[config.mk]
export PLATFORM = sky130hd
export DESIGN_NAME = pioab_top
export DESIGN_NICKNAME = d
export VERILOG_FILES = /design/src/pioab_pkg.sv /design/src/pioab_top.sv
export SDC_FILE = /design/constraint.sdc
export NUM_CORES = 1
export LEC_CHECK = 0
export ABC_AREA = 1
export BUFFER_PORTS_ARGS = -buffer_cell sky130_fd_sc_hd__buf_4
export CAP_MARGIN = 5
export CORE_MARGIN = 2
export CORE_UTILIZATION = 42
export CTS_CLUSTER_DIAMETER = 120
export DETAILED_ROUTE_END_ITERATION = 7
export GPL_TIMING_DRIVEN = 0
export PLACE_DENSITY = 0.85
export SKIP_LAST_GASP = 1
export SYNTH_ARGS = -nofsm -noshare
export SYNTH_HDL_FRONTEND = slang
export SYNTH_SLANG_ARGS = --single-unit
[constraint.sdc]
create_clock -name hclk -period 1.6 [get_ports hclk]
set_input_delay 0.32 -clock hclk [delete_from_list [all_inputs] [get_ports hclk]]
set_output_delay 0.32 -clock hclk [all_outputs]
set_load 0.01 [all_outputs]
[src/pioab_pkg.sv]
// package for the parallel i/o ports a and b block
// assumes an ahb-lite slave with a single word-aligned register per offset
package pioab_pkg;
    localparam logic [7:0] PIOAB_PORT_A_VALUE_OFF = 8'h00;
    localparam logic [7:0] PIOAB_PORT_B_VALUE_OFF = 8'h04;
    localparam logic [7:0] PIOAB_PORT_A_DIR_OFF = 8'h08;
    localparam logic [7:0] PIOAB_PULLDOWN_A_OFF = 8'h0C;
    localparam logic [7:0] PIOAB_OPTION_OFF = 8'h10;
    localparam logic [7:0] PIOAB_IRQ_STATUS_OFF = 8'h14;
    localparam int PIOAB_A_WIDTH = 6;
    localparam int PIOAB_B_WIDTH = 8;
    localparam int PIOAB_IRQ_PINS = 4;
    localparam int PIOAB_LOWER_C_BIT = 6;
    localparam int PIOAB_UPPER_C_BIT = 7;
    localparam int PIOAB_OPT_GLOBAL_PD_BIT = 0;
    localparam int PIOAB_OPT_PORT_IRQ_BIT = 1;
    localparam int PIOAB_OPT_LEVEL_BIT = 2;
    localparam logic [5:0] PIOAB_DIR_RESET = 6'h00;
    localparam logic [7:0] PIOAB_PD_RESET = 8'h00;
    localparam logic [2:0] PIOAB_OPT_RESET = 3'h0;
    typedef enum logic {PIOAB_IDLE, PIOAB_DATA} pioab_phase_e;
endpackage

[src/pioab_top.sv]
// parallel i/o ports a and b with ahb-lite register access
// assumes pins synchronous to hclk; pin drive resolved outside
//
// Functional notes
// - six port a pins, per-pin direction
// - output pin drives its value latch
// - input pin reads live pin level
// - port a value top bits read zero
// - reset keeps port a latch contents
// - direction one drives, kills pulldown
// - direction top bits zero, accessible only with ce high
// - reset clears direction, blocks comparators
// - pulldown register is write-only
// - pulldown on when all three zero
// - global disable turns all pulldowns off
// - two bits inhibit port c groups
// - reset clears all inhibit bits
// - pins 0-3 interrupt on high/rise
// - option selects edge or edge+level
// - output pin reads latch value
// - latch writes take effect only with ce high
// - port b eight pins, own address
// - port b drives or reads pins
// - reset keeps port b latch
`timescale 1ns/1ps
module pioab_top
    import pioab_pkg::*;
(
    input wire logic hclk,
    input wire logic hresetn,
    input wire logic ce,
    input wire logic hsel,
    input wire logic [7:0] haddr,
    input wire logic [1:0] htrans,
    input wire logic hwrite,
    input wire logic [2:0] hsize,
    input wire logic [31:0] hwdata,
    input wire logic hready,
    output logic [31:0] hrdata,
    output logic hreadyout,
    output logic hresp,
    input wire logic [5:0] port_a_in,
    output logic [5:0] port_a_out,
    output logic [5:0] port_a_oe,
    output logic [5:0] port_a_pulldown_on,
    input wire logic [7:0] port_b_in,
    output logic [7:0] port_b_out,
    input wire logic [7:0] port_b_dir,
    output logic upper_c_pulldown_inhibit,
    output logic lower_c_pulldown_inhibit,
    output logic global_pulldown_disable,
    output logic comparator_drive_enable,
    output logic port_irq_request
);
    logic [5:0] port_a_value_reg;
    logic [5:0] port_a_direction_reg;
    logic [7:0] pulldown_inhibit_a_reg;
    logic [7:0] port_b_value_reg;
    logic [2:0] option_reg;
    logic [3:0] irq_pending_reg;
    logic [3:0] irq_prev_reg;
    logic comp_enable_reg;
    pioab_phase_e phase_reg;
    logic [7:0] addr_reg;
    logic write_reg;
    logic wr_go;
    logic take;

    function automatic logic [7:0] pioab_mix(input logic [7:0] latch, input logic [7:0] pins,
                                             input logic [7:0] dir);
        pioab_mix = (latch & dir) | (pins & ~dir);
    endfunction

    // ==========================================================
    // bus phase tracking
    assign take = hsel && hready && htrans[1];
    assign hreadyout = 1'b1;
    assign hresp = 1'b0;
    assign wr_go = (phase_reg == PIOAB_DATA) && write_reg && ce;

    always_ff @(posedge hclk or negedge hresetn) begin
        if (!hresetn) begin
            phase_reg <= PIOAB_IDLE;
            addr_reg <= 8'h00;
            write_reg <= 1'b0;
        end else if (ce) begin
            case (phase_reg)
                PIOAB_IDLE: phase_reg <= take ? PIOAB_DATA : PIOAB_IDLE;
                PIOAB_DATA: phase_reg <= take ? PIOAB_DATA : PIOAB_IDLE;
                default: phase_reg <= PIOAB_IDLE;
            endcase
            if (take) begin
                addr_reg <= haddr;
                write_reg <= hwrite;
            end
        end
    end

    // ==========================================================
    // data latches, unaffected by reset
    // latches keep through reset
    always_ff @(posedge hclk) begin
        if (wr_go && addr_reg == PIOAB_PORT_A_VALUE_OFF) begin
            port_a_value_reg <= hwdata[5:0];
        end
        if (wr_go && addr_reg == PIOAB_PORT_B_VALUE_OFF) begin
            port_b_value_reg <= hwdata[7:0];
        end
    end

    // ==========================================================
    // control registers
    // reset clears controls
    always_ff @(posedge hclk or negedge hresetn) begin
        if (!hresetn) begin
            port_a_direction_reg <= PIOAB_DIR_RESET;
            pulldown_inhibit_a_reg <= PIOAB_PD_RESET;
            option_reg <= PIOAB_OPT_RESET;
            comp_enable_reg <= 1'b0;
        end else if (wr_go) begin
            if (addr_reg == PIOAB_PORT_A_DIR_OFF) begin
                port_a_direction_reg <= hwdata[5:0];
                comp_enable_reg <= 1'b1;
            end
            if (addr_reg == PIOAB_PULLDOWN_A_OFF) begin
                pulldown_inhibit_a_reg <= hwdata[7:0];
            end
            if (addr_reg == PIOAB_OPTION_OFF) begin
                option_reg <= hwdata[2:0];
            end
        end
    end

    // ==========================================================
    // pin drive and pulldowns
    // per-pin drive
    assign port_a_oe = port_a_direction_reg;
    assign port_a_out = port_a_value_reg;
    assign port_b_out = port_b_value_reg;
    assign global_pulldown_disable = option_reg[PIOAB_OPT_GLOBAL_PD_BIT];
    assign comparator_drive_enable = comp_enable_reg;
    assign upper_c_pulldown_inhibit = pulldown_inhibit_a_reg[PIOAB_UPPER_C_BIT];
    assign lower_c_pulldown_inhibit = pulldown_inhibit_a_reg[PIOAB_LOWER_C_BIT];

    genvar gi;
    generate
        for (gi = 0; gi < PIOAB_A_WIDTH; gi++) begin : g_pd
            assign port_a_pulldown_on[gi] = !pulldown_inhibit_a_reg[gi]
                && !port_a_direction_reg[gi] && !global_pulldown_disable;
        end
    endgenerate

    // ==========================================================
    // port a interrupts
    // edge or edge+level detect
    always_ff @(posedge hclk or negedge hresetn) begin
        if (!hresetn) begin
            irq_prev_reg <= 4'h0;
            irq_pending_reg <= 4'h0;
        end else if (ce) begin
            irq_prev_reg <= port_a_in[3:0];
            if (!option_reg[PIOAB_OPT_PORT_IRQ_BIT]) begin
                irq_pending_reg <= 4'h0;
            end else begin
                irq_pending_reg <= (port_a_in[3:0] & ~irq_prev_reg)
                    | (option_reg[PIOAB_OPT_LEVEL_BIT] ? port_a_in[3:0] : 4'h0)
                    | ((wr_go && addr_reg == PIOAB_IRQ_STATUS_OFF)
                       ? (irq_pending_reg & ~hwdata[3:0]) : irq_pending_reg);
            end
        end
    end
    assign port_irq_request = |irq_pending_reg;

    // ==========================================================
    // read data
    always_ff @(posedge hclk or negedge hresetn) begin
        if (!hresetn) begin
            hrdata <= 32'h0000_0000;
        end else if (ce && take && !hwrite) begin
            case (haddr)
                PIOAB_PORT_A_VALUE_OFF: hrdata <= {24'h0, pioab_mix({2'h0, port_a_value_reg},
                    {2'h0, port_a_in}, {2'h0, port_a_direction_reg})};
                PIOAB_PORT_B_VALUE_OFF: hrdata <= {24'h0, pioab_mix(port_b_value_reg,
                    port_b_in, port_b_dir)};
                PIOAB_PORT_A_DIR_OFF: hrdata <= {26'h0, port_a_direction_reg};
                PIOAB_PULLDOWN_A_OFF: hrdata <= 32'h0000_0000;
                PIOAB_OPTION_OFF: hrdata <= {29'h0, option_reg};
                PIOAB_IRQ_STATUS_OFF: hrdata <= {28'h0, irq_pending_reg};
                default: hrdata <= 32'h0000_0000;
            endcase
        end
    end

    // ==========================================================
    // checks
    AST_PD_OFF_WHEN_OUT: assert property (@(posedge hclk) disable iff (!hresetn)
        port_a_direction_reg[0] |-> !port_a_pulldown_on[0])
        else $error("pulldown on while output");
    AST_GLOBAL_PD: assert property (@(posedge hclk) disable iff (!hresetn)
        global_pulldown_disable |-> port_a_pulldown_on == 6'h00)
        else $error("pulldown on with global disable");
    AST_PD_ON: assert property (@(posedge hclk) disable iff (!hresetn)
        (pulldown_inhibit_a_reg[1] == 1'b0 && !port_a_direction_reg[1]
         && !global_pulldown_disable) |-> port_a_pulldown_on[1])
        else $error("pulldown off unexpectedly");
    AST_DRIVE: assert property (@(posedge hclk) disable iff (!hresetn)
        (wr_go && addr_reg == PIOAB_PORT_A_VALUE_OFF)
        |=> port_a_out == $past(hwdata[5:0]))
        else $error("pin not driven from latch");
    AST_READ_TOP_ZERO: assert property (@(posedge hclk) disable iff (!hresetn)
        $past(take && !hwrite && haddr == PIOAB_PORT_A_VALUE_OFF && ce)
        |-> hrdata[7:6] == 2'h0)
        else $error("port a top bits nonzero");
    AST_DIR_TOP_ZERO: assert property (@(posedge hclk) disable iff (!hresetn)
        $past(take && !hwrite && haddr == PIOAB_PORT_A_DIR_OFF && ce)
        |-> hrdata[7:6] == 2'h0)
        else $error("direction top bits nonzero");
    AST_PD_READ_ZERO: assert property (@(posedge hclk) disable iff (!hresetn)
        $past(take && !hwrite && haddr == PIOAB_PULLDOWN_A_OFF && ce) |-> hrdata == 32'h0)
        else $error("pulldown read nonzero");
    AST_IRQ_OFF: assert property (@(posedge hclk) disable iff (!hresetn)
        $past(!option_reg[PIOAB_OPT_PORT_IRQ_BIT] && ce) |-> !port_irq_request)
        else $error("irq while option off");
    AST_LATCH_WRITE: assert property (@(posedge hclk) disable iff (!hresetn)
        (wr_go && addr_reg == PIOAB_PORT_B_VALUE_OFF) |=> port_b_out == $past(hwdata[7:0]))
        else $error("port b latch not written");

    // ==========================================================
    // pulldown and control register checks

    AST_PD_OFF_ALL: assert property (@(posedge hclk) disable iff (!hresetn)
        (port_a_pulldown_on & port_a_oe) == 6'h00)
        else $error("pulldown on for an output pin");

    AST_PD_INHIBIT: assert property (@(posedge hclk) disable iff (!hresetn)
        (port_a_pulldown_on & pulldown_inhibit_a_reg[5:0]) == 6'h00)
        else $error("pulldown on while inhibited");

    AST_C_INHIBIT_WRITE: assert property (@(posedge hclk) disable iff (!hresetn)
        (wr_go && addr_reg == PIOAB_PULLDOWN_A_OFF)
        |=> {upper_c_pulldown_inhibit, lower_c_pulldown_inhibit} == $past(hwdata[7:6]))
        else $error("port c inhibits not written");

    AST_DIR_WRITE: assert property (@(posedge hclk) disable iff (!hresetn)
        (wr_go && addr_reg == PIOAB_PORT_A_DIR_OFF)
        |=> port_a_oe == $past(hwdata[5:0]))
        else $error("direction not written");

    AST_OPT_WRITE: assert property (@(posedge hclk) disable iff (!hresetn)
        (wr_go && addr_reg == PIOAB_OPTION_OFF)
        |=> global_pulldown_disable == $past(hwdata[PIOAB_OPT_GLOBAL_PD_BIT]))
        else $error("global disable not written");

    // ==========================================================
    // read path checks

    AST_READ_PIN: assert property (@(posedge hclk) disable iff (!hresetn)
        $past(take && !hwrite && ce && haddr == PIOAB_PORT_A_VALUE_OFF
              && port_a_direction_reg == 6'h00)
        |-> hrdata[5:0] == $past(port_a_in))
        else $error("input pin level not read");

    AST_READ_LATCH: assert property (@(posedge hclk) disable iff (!hresetn)
        $past(take && !hwrite && ce && haddr == PIOAB_PORT_A_VALUE_OFF
              && port_a_direction_reg == 6'h3F)
        |-> hrdata[5:0] == $past(port_a_out))
        else $error("output latch not read");

    AST_READ_HIGH_ZERO: assert property (@(posedge hclk) disable iff (!hresetn)
        $past(take && !hwrite && ce)
        |-> hrdata[31:8] == 24'h000000)
        else $error("upper read bits nonzero");

    AST_READ_B_OUT: assert property (@(posedge hclk) disable iff (!hresetn)
        $past(take && !hwrite && ce && haddr == PIOAB_PORT_B_VALUE_OFF
              && port_b_dir == 8'hFF)
        |-> hrdata[7:0] == $past(port_b_out))
        else $error("port b latch not read");

    AST_READ_B_PIN: assert property (@(posedge hclk) disable iff (!hresetn)
        $past(take && !hwrite && ce && haddr == PIOAB_PORT_B_VALUE_OFF
              && port_b_dir == 8'h00)
        |-> hrdata[7:0] == $past(port_b_in))
        else $error("port b pin level not read");

    AST_DIR_READ: assert property (@(posedge hclk) disable iff (!hresetn)
        $past(take && !hwrite && ce && haddr == PIOAB_PORT_A_DIR_OFF)
        |-> hrdata[5:0] == $past(port_a_oe))
        else $error("direction read wrong");

    AST_HRDATA_STANDS: assert property (@(posedge hclk) disable iff (!hresetn)
        !(take && !hwrite && ce)
        |=> $stable(hrdata))
        else $error("read data moved without a read");

    // ==========================================================
    // bus phase and enable checks

    AST_PHASE_DATA: assert property (@(posedge hclk) disable iff (!hresetn)
        (take && ce)
        |=> phase_reg == PIOAB_DATA)
        else $error("data phase missed");

    AST_PHASE_IDLE: assert property (@(posedge hclk) disable iff (!hresetn)
        (!take && ce)
        |=> phase_reg == PIOAB_IDLE)
        else $error("phase not idle");

    AST_ADDR_CAPTURE: assert property (@(posedge hclk) disable iff (!hresetn)
        (take && ce)
        |=> addr_reg == $past(haddr) && write_reg == $past(hwrite))
        else $error("address phase not captured");

    AST_CE_FREEZE: assert property (@(posedge hclk) disable iff (!hresetn)
        !ce
        |=> $stable(port_a_oe) && $stable(hrdata) && $stable(phase_reg))
        else $error("state moved with enable low");

    // ==========================================================
    // interrupt checks

    AST_IRQ_EDGE: assert property (@(posedge hclk) disable iff (!hresetn)
        (ce && option_reg[PIOAB_OPT_PORT_IRQ_BIT]
         && (port_a_in[3:0] & ~irq_prev_reg) != 4'h0)
        |=> port_irq_request)
        else $error("rising edge not flagged");

    AST_IRQ_LEVEL: assert property (@(posedge hclk) disable iff (!hresetn)
        (ce && option_reg[PIOAB_OPT_PORT_IRQ_BIT] && option_reg[PIOAB_OPT_LEVEL_BIT]
         && port_a_in[3:0] != 4'h0)
        |=> port_irq_request)
        else $error("high level not flagged");

    AST_IRQ_CLEAR: assert property (@(posedge hclk) disable iff (!hresetn)
        (ce && option_reg[PIOAB_OPT_PORT_IRQ_BIT] && !option_reg[PIOAB_OPT_LEVEL_BIT]
         && (port_a_in[3:0] & ~irq_prev_reg) == 4'h0
         && wr_go && addr_reg == PIOAB_IRQ_STATUS_OFF && hwdata[3:0] == 4'hF)
        |=> !port_irq_request)
        else $error("edge flag not cleared");

    AST_IRQ_QUIET: assert property (@(posedge hclk) disable iff (!hresetn)
        (ce && !port_irq_request && port_a_in[3:0] == 4'h0)
        |=> !port_irq_request)
        else $error("request with low pins");

    // ==========================================================
    // comparator gating check

    AST_COMP_HOLD: assert property (@(posedge hclk) disable iff (!hresetn)
        comparator_drive_enable
        |-> $past(comparator_drive_enable)
            || $past(wr_go && addr_reg == PIOAB_PORT_A_DIR_OFF))
        else $error("comparators enabled without direction write");

endmodule

[Word-level counts from Yosys, hierarchy flattened]
Index checks and enable logic that the tools add are counted.
W data, S select, Z words.
Operators by class
  add/subtract/negate cells: 0
  multiply operators: 0
  divide/modulo/power cells: 0
  order comparisons: 0
  eq/ne operators: 9
  shifts and indexed selects: 0
  muxes and demuxes: 5
  bitwise gates (word level): 14
  reduce and logical (&&, ||, !) cells: 42
Operators with widths (count)
  $pmux W8 S5: 1
  $eq A8 B5 Y1 const B: 4
  $eq A8 B4 Y1 const B: 3
  $logic_and A1 B1 Y1: 21
  $and A8 B8 Y8: 2
  $eq A8 B3 Y1 const B: 2
  $logic_not A8 Y1: 2
  $logic_not A1 Y1: 14
  $mux W4: 3
  $and A4 B4 Y4: 2
  $and A6 B8 Y8: 1
  $not A4 Y4: 2
  $not A6 Y8: 1
  $not A8 Y8: 1
  $or A4 B4 Y4: 2
  $or A6 B8 Y8: 1
  $or A8 B8 Y8: 1
  $reduce_and A2 Y1: 4
  $and A6 B6 Y6: 1
  $reduce_or A4 Y1: 1
  $mux W1: 1
Word-level totals
  register bits: 82
  bits in latches: 0
  memory bits (writable): 0
  bits in read-only memories: 0
  input bits: 73
  output and inout port bits: 65
  logic and storage cells: 82
  memories: 0

[Depth between registers and ports, before layout]
Gate-level depths: netlist (run 1).
  depth after elaboration: 6
  gate-level depth with buffers: 9
  gate-level depth less buffers: 9

[Least setup slack after synthesis (run 1)]
OpenSTA, ideal clock, no wires.
  kind: reg2reg
  from: register addr_reg[1]
  to: register port_b_value_reg[0], in the netlist port_b_out[0] (enable)
  setup time: 0.383 ns
  data arrival time: 1.246 ns
  required time: 1.217 ns
  path slack: -0.029 ns
  stages on the path, launching flop included: 4
  path buffers: 0
  period minus slack after synthesis: 1.629 ns
  cell sequence: dfrtp_1 nor2_1 nand2_1 nor3_1
On the way
  longest elaborated chain between the ends: 2
Ends and longest elaborated chain
  start: declaration: line pioab_top.sv:64  | logic [7:0] addr_reg;
  start signal: assignment: line pioab_top.sv:93  | addr_reg <= haddr;
  $eq A8 B3 Y1: line pioab_top.sv:106  | if (wr_go && addr_reg == PIOAB_PORT_B_VALUE_OFF) begin
  $logic_and A1 B1 Y1: line pioab_top.sv:106
  end signal: assignment: line pioab_top.sv:107  | port_b_value_reg <= hwdata[7:0];
  end: declaration: line pioab_top.sv:58  | logic [7:0] port_b_value_reg;
Every way passes these cells.
A chain may end at the register's enable or synchronous reset.

[Worst setup path after layout (run 1)]
  from: register irq_pending_reg[3]
  to: output port_irq_request
On the way
  longest elaborated chain between the ends: 1
Ends and longest elaborated chain
  start: declaration: line pioab_top.sv:60  | logic [3:0] irq_pending_reg;
  start signal: assignment: line pioab_top.sv:165  | irq_pending_reg <= (port_a_in[3:0] & ~irq_prev_reg)
  $reduce_or A4 Y1: line pioab_top.sv:172  | assign port_irq_request = |irq_pending_reg;
  end: declaration: line pioab_top.sv:53  | output logic port_irq_request
Every way passes these cells.

==> flow_metrics.tcl, run 1 <==
set metrics [dict create \
    fin_hold_ws_ns 0.160 \
    dieWidth_um 88.1 \
    rsz_0062_raised_after_global_routing "true" \
    violations "setup timing" \
    cell_accounting_for_the_most_synthesized_area "sky130_fd_sc_hd__dfrtp_1" \
    pwr-share-comb_pct 16.3 \
    worst_slack_ns -0.123 \
    post-place-ws_ns -0.123 \
    h-tree-depth 3 \
    synth_top_cells_by_count "sky130_fd_sc_hd__nand2_1, sky130_fd_sc_hd__dfrtp_1, sky130_fd_sc_hd__inv_1" \
    p_leak_nw 2.18 \
    internal_power_w 0.00261 \
    worst_hold_startpoint "hwdata[6]" \
    row_count 30 \
    critPathLaunchType "register" \
    maxSlewViolCount 0 \
    critPathCaptureType "output pin" \
    maxCapViolations 0 \
    cp-startpoint "irq_pending_reg[3]" \
    clk_pin_slew_ns 0.07 \
    path_cells "or4_4 -> buf_6" \
    finalNetCount 555 \
    coreArea_um2 6830 \
    timing.rr.start "addr_reg[7]" \
    synth_edf_count 14 \
    drt.antenna.violating_nets 0 \
    switching_share_pct 28.8 \
    cts_root_buf "sky130_fd_sc_hd__clkbuf_8" \
    max_vdd_drop_uv 573 \
    grt_usage_pct 20.3 \
    port-buffer-count 83 \
    global_route_wire_length_before_repair_mm 11.6 \
    initial_core_util_pct 43.4 \
    finalCriticalPeriod_ns 1.72 \
    i_o_pin_count 138 \
    yosys.cell_types.count 23 \
    viasPerCell 4.70 \
    setup_viol 1 \
    crit_arrival_ns 1.40 \
    floorplan_die_area_um2 7750 \
    synthArstFlopShare_pct 75.9 \
    grt_total_ovfl 0 \
    hold_viol_final 0 \
    timing.hold.worst.class "input port to register" \
    grt_max_degree 45 \
    critical_path_top_delay_cell "sky130_fd_sc_hd__or4_4" \
    worstPathMaxFanout 2 \
    dp_hpwl_mm 5.88 \
    place_congestion 0.861 \
    clk-insertion-delay-late_ns 0.35 \
    outcome "finished with violations" \
    cts_inserted_buffers 9 \
    postLayoutCoreUtil_pct 60.8 \
    net_switching_power_w 0.00106 \
    critical_path_max_stage_delay_ns 0.53 \
    final.setup_skew_ns 0.00760 \
    synth.most_common_cell "sky130_fd_sc_hd__nand2_1" \
    detailedRoute.firstPassIterationCount 4 \
    timing.final.crit_share_pct 108 \
    power.density_cell_area_nw_per_um2 883 \
    tritoncts_num_sinks 58 \
    clock_tree_from_tritoncts "yes" \
    post_synth.cell_area_avg_um2 8.31 \
    synth-warning-count 0 \
    timing.fmax_mhz 580 \
    initialDrtViolationCount 119 \
    cp.required_ns 1.28 \
    areaGrowthSynthToFinish_pct 40.1 \
    seq_power_share_pct 46.2 \
    antenna_cells 0 \
    syn_area_um2 2970 \
    routedWlPerCell_um 13.4 \
    synthCells 357 \
    synth_flop_type "sky130_fd_sc_hd__dfrtp_1" \
    critical_path.top_delay_family "simple AND/OR/NAND/NOR gates" \
    worstMarginPinSlew_ns 0.570 \
    cts.path.max_buffers 2 \
    max_slew_headroom_pct 61.9 \
    grt_antenna_before_repair 0 \
    ys_seq_area_share_pct 51.3 \
    share_of_layout_cells_above_drive_strength_1_pct 34.3 \
    synth.top_cell.area_share_pct 37.1 \
    clkPwrFrac_pct 37.6 \
    ys_seq_elements 58 \
    die_h_um 88.1 \
    timing.setup.critical_path_class "register to output pin" \
    first_global_vias 2469 \
    detail_route.drc_violations 0 \
    synthTopCellsByArea "sky130_fd_sc_hd__dfrtp_1, sky130_fd_sc_hd__edfxtp_1, sky130_fd_sc_hd__nand2_1, sky130_fd_sc_hd__buf_4, sky130_fd_sc_hd__inv_1" \
    num_vias 2738 \
    finalWirelength_mm 7.79 \
    critPathBufInv 1 \
]
-- worst reg2reg max path, delay by kind of cell, from the launching register on --
| family | cells | cell delay [ns] |
|---|---|---|
| AO/OA/AOI/OAI | 1 | 0.05 |
| buffers and inverters | 1 | 0.19 |
| flip-flops | 1 | 0.41 |
| AND/OR/NAND/NOR | 5 | 0.76 |
-- worst paths after layout --
check                      depth (start not counted)                 endpoint  slack, ns
setup / recovery                                   2         port_irq_request      -0.12
hold / removal                                     1            port_b_out[6]       0.16
setup reg to reg                                   7             port_a_oe[2]       0.08
hold reg to reg                                    2  comparator_drive_enable       0.48
max in group asynchronous                          2            option_reg[0]       0.67
min in group asynchronous                          2  comparator_drive_enable       0.52
-- placed cells by master, fill, tap and decap left out, drive strengths merged --
| cell | count |
|---|---|
| nand4 | 1 |
| or4 | 1 |
| inv | 45 |
| bufinv | 1 |
| conb | 26 |
| nand3 | 27 |
| clkinv | 1 |
| nor3 | 9 |
| clkinvlp | 4 |
| nand2 | 106 |
| dlygate4sd3 | 1 |
| o21ai | 46 |
| dfrtp | 44 |
| nor2 | 24 |
| edfxtp | 14 |
| mux2 | 2 |
| a21oi | 6 |
| clkbuf | 10 |
| buf | 119 |
-- metrics by stage --
step           total power [W]  instance area (um^2)  std cells  setup TNS (ns)
3_3_place_gp           0.00224                  3810        560          -0.988
3_5_place_dp           0.00226                  3810        560           -1.62
5_1_grt                0.00383                  4160        583          -0.149
2_1_floorplan          0.00200                  3060        381               0
6_report               0.00367                  4160        583          -0.123
4_1_cts                0.00365                  4060        578          -0.452
-- cells by family (layout without fill, tap and decap cells) --
kind of cell / after synthesis / in the layout / share of synthesized area [%]
multiplexers: 2 / 2 / 0.759
AO/OA/AOI/OAI: 52 / 52 / 10.5
buffers and inverters: 75 / 181 / 13.2
other: 2 / 26 / 0.253
AND/OR/NAND/NOR: 168 / 168 / 24.0
flip-flops: 58 / 58 / 51.3
-- routing by layer --
metal | routed length [um] | vias up | track usage [%]
li1 | - | 1340 | -
met2 | 3900 | 137 | 34.8
met1 | 3040 | 1243 | 24.3
met4 | 195 | 0 | 8.68
met5 | 0 | - | 0
met3 | 655 | 18 | 5.18
-- what timing repair did --
action,4_1_cts,5_1_grt
resized for setup,6,9
hold endpoints to repair,44,0
setup endpoints to repair,22,34
hold buffers,1,0
buffers inserted,2,5
pin swaps,0,4
-- power by group through the flow --
stage | Clock, W | Sequential, W | Combinational (W)
after floorplan | 0 | 0.00170 | 0.000294
after global placement | 0 | 0.00170 | 0.000540
after detailed placement | 0 | 0.00171 | 0.000556
after CTS | 0.00139 | 0.00168 | 0.000574
after global routing | 0.00146 | 0.00171 | 0.000659
final | 0.00138 | 0.00169 | 0.000596
-- layout make-up --
| cell class | count | area [um^2] |
|---|---|---|
| Tap cell | 96 | 120 |
| Buffer | 30 | 226 |
| Clock buffer | 9 | 124 |
| Clock inverter | 7 | 77.6 |
| Inverter | 44 | 165 |
| Fill cell | 595 | 2680 |
| Multi-Input combinational cell | 248 | 1210 |
| Sequential cell | 58 | 1520 |
| Timing Repair Buffer | 91 | 714 |
No activity file was read; power rests on OpenSTA's default activity.
==> run 2, diff against run 1 <==
--- a/config.mk
+++ b/config.mk
@@ -7,13 +7,12 @@
 export LEC_CHECK = 0
 export ABC_AREA = 1
 export BUFFER_PORTS_ARGS = -buffer_cell sky130_fd_sc_hd__buf_4
-export CAP_MARGIN = 5
 export CORE_MARGIN = 2
-export CORE_UTILIZATION = 42
+export CORE_UTILIZATION = 40
 export CTS_CLUSTER_DIAMETER = 120
 export DETAILED_ROUTE_END_ITERATION = 7
 export GPL_TIMING_DRIVEN = 0
-export PLACE_DENSITY = 0.85
+export PLACE_DENSITY = 0.82
 export SKIP_LAST_GASP = 1
 export SYNTH_ARGS = -nofsm -noshare
 export SYNTH_HDL_FRONTEND = slang
==> flow_metrics.tcl, run 2 (same netlist as run 1, synthesis figures left out) <==
set metrics [dict create \
    detailedRoute.firstPassIterationCount 4 \
    crit_arrival_ns 1.41 \
    finalCriticalPeriod_ns 1.73 \
    final_common_cell "sky130_fd_sc_hd__buf_4" \
    max_vdd_drop_uv 424 \
    maxSlewViolCount 0 \
    areaGrowthSynthToFinish_pct 41.0 \
    clock_tree_from_tritoncts "yes" \
    worstPathMaxFanout 2 \
    critical_path.top_delay_family "simple AND/OR/NAND/NOR gates" \
    critical_path_depth 2 \
    initialDrtViolationCount 151 \
    die_h_um 90.1 \
    timing.hold.worst.class "input port to register" \
    worst_slack_ns -0.133 \
    timing.fmax_mhz 577 \
    drt.antenna.violating_nets 0 \
    multi_input_comb_area_um2 1210 \
    first_global_vias 2587 \
    port-buffer-count 83 \
    clk_pin_slew_ns 0.06 \
    outcome "finished with violations" \
    hold_viol_final 0 \
    viasPerCell 4.60 \
    share_of_layout_cells_above_drive_strength_1_pct 33.8 \
    power.density_cell_area_nw_per_um2 931 \
    finalWirelength_mm 7.73 \
    setup_viol 1 \
    fin_hold_ws_ns 0.162 \
    tritoncts_num_sinks 58 \
    critPathCaptureType "output pin" \
    postLayoutCoreUtil_pct 58.0 \
    grt_max_degree 45 \
    clk-insertion-delay-late_ns 0.34 \
    h-tree-depth 3 \
    timing.setup.critical_path_class "register to output pin" \
    num_vias 2702 \
    critical_path_top_delay_cell "sky130_fd_sc_hd__or4_4" \
    critPathBufInv 1 \
    cp.required_ns 1.28 \
    seq_area_um2 1520 \
    global_route_wire_length_before_repair_mm 12.3 \
    path_cells "or4_4 -> buf_6" \
    cts.path.max_buffers 2 \
    row_count 31 \
    critPathLaunchType "register" \
    dp_hpwl_mm 5.84 \
    worstMarginPinSlew_ns 0.566 \
    place_congestion 0.821 \
    detail_route.drc_violations 0 \
    violations "setup timing" \
    final.setup_skew_ns 0.00529 \
    maxCapViolations 0 \
    cp-startpoint "irq_pending_reg[2]" \
    finalNetCount 556 \
    final.setup.tns_ns -0.133 \
    r2r_slack_ns 0.05 \
    worstReg2RegEnd "port_a_out[2]" \
    post-place-ws_ns -0.0788 \
    coreArea_um2 7210 \
    nFillCells 652 \
    timing.rr.start "addr_reg[1]" \
    cts_root_buf "sky130_fd_sc_hd__clkbuf_8" \
    max_slew_headroom_pct 62.3 \
    antenna_cells 0 \
    timing.final.crit_share_pct 108 \
    timing.critical_path.to "port_irq_request" \
    grt_usage_pct 19.3 \
    cts_inserted_buffers 9 \
    i_o_pin_count 138 \
    grt_total_ovfl 0 \
    initial_core_util_pct 41.1 \
    p_leak_nw 2.21 \
    rsz_0062_raised_after_global_routing "true" \
    grt_antenna_before_repair 0 \
    final_cell_mix "sky130_fd_sc_hd__buf_4, sky130_fd_sc_hd__nand2_1, sky130_fd_sc_hd__inv_1, sky130_fd_sc_hd__dfrtp_1, sky130_fd_sc_hd__o21ai_0" \
    routedWlPerCell_um 13.2 \
    dieWidth_um 90.1 \
    floorplan_die_area_um2 8120 \
    critical_path_max_stage_delay_ns 0.54 \
    timing.reg2reg.worst_path_depth 3 \
]
## run 2: changes by cell type in the layout (fill, tap and decap cells not counted), sizes merged
cell / before / now
bufinv: 1 / 3
buf: 119 / 120
clkinvlp: 4 / 0
clkinv: 1 / 5
inv: 45 / 43
## run 2: what timing repair did
action                                  CTS  global route
resized for setup                         5             9
hold buffers                              1             0
endpoints found under the setup margin   21            28
endpoints found under the hold margin    44             0
buffers inserted                          2             6
pin swaps                                 0             5
## run 2: stage by stage
step / total power [W] / std cells / cell area, um^2
final: 0.00390 / 587 / 4190
after global routing: 0.00405 / 587 / 4190
after CTS: 0.00388 / 581 / 4080
after detailed placement: 0.00226 / 563 / 3810
after global placement: 0.00225 / 563 / 3810
after floorplan: 0.00200 / 381 / 3060
## run 2: per-layer routing
metal | global-route usage, % | vias up | part of all wire [%]
met5 | 0 | - | 0
met4 | 7.05 | 0 | 1.7
met3 | 6.37 | 10 | 8.3
met2 | 31.7 | 107 | 49
met1 | 23.7 | 1240 | 41
li1 | - | 1345 | -
## run 2: report_power, final
part / internal (W) / leakage, nW / switching, W
Clock: 0.00102 / 0.118 / 0.000594
Combinational: 0.000275 / 1.39 / 0.000319
Sequential: 0.00161 / 0.704 / 0.0000809
## run 2: worst min-delay path by stage
stage                          from                 endpoint  slack [ns]  cells after the start
after CTS                 hwdata[7]            port_b_out[7]        0.15                      1
final                     hwdata[7]            port_b_out[7]        0.16                      1
after floorplan             hresetn              addr_reg[0]        0.02                      0
after global routing      hwdata[6]            port_b_out[6]        0.15                      1
after global placement      hresetn  comparator_drive_enable        0.35                      1
after detailed placement    hresetn            option_reg[0]        0.35                      1
## run 2: worst register-to-register path, stage by stage (launching register included)
cell and delay [ns]:
sky130_fd_sc_hd__dfrtp_1 0.40, sky130_fd_sc_hd__nor3_1 0.38, sky130_fd_sc_hd__nand3_1 0.20, sky130_fd_sc_hd__nor2_4 0.25
## run 2: cell type report
class / instances / share of cell area, %
clock inverters: 7 / 2.57
clock buffers: 9 / 2.96
flip-flops and latches: 58 / 36.4
repair buffers: 92 / 17.0
inverters: 44 / 3.95
well taps: 99 / 2.96
multi-input cells: 248 / 28.8
plain buffers: 30 / 5.41
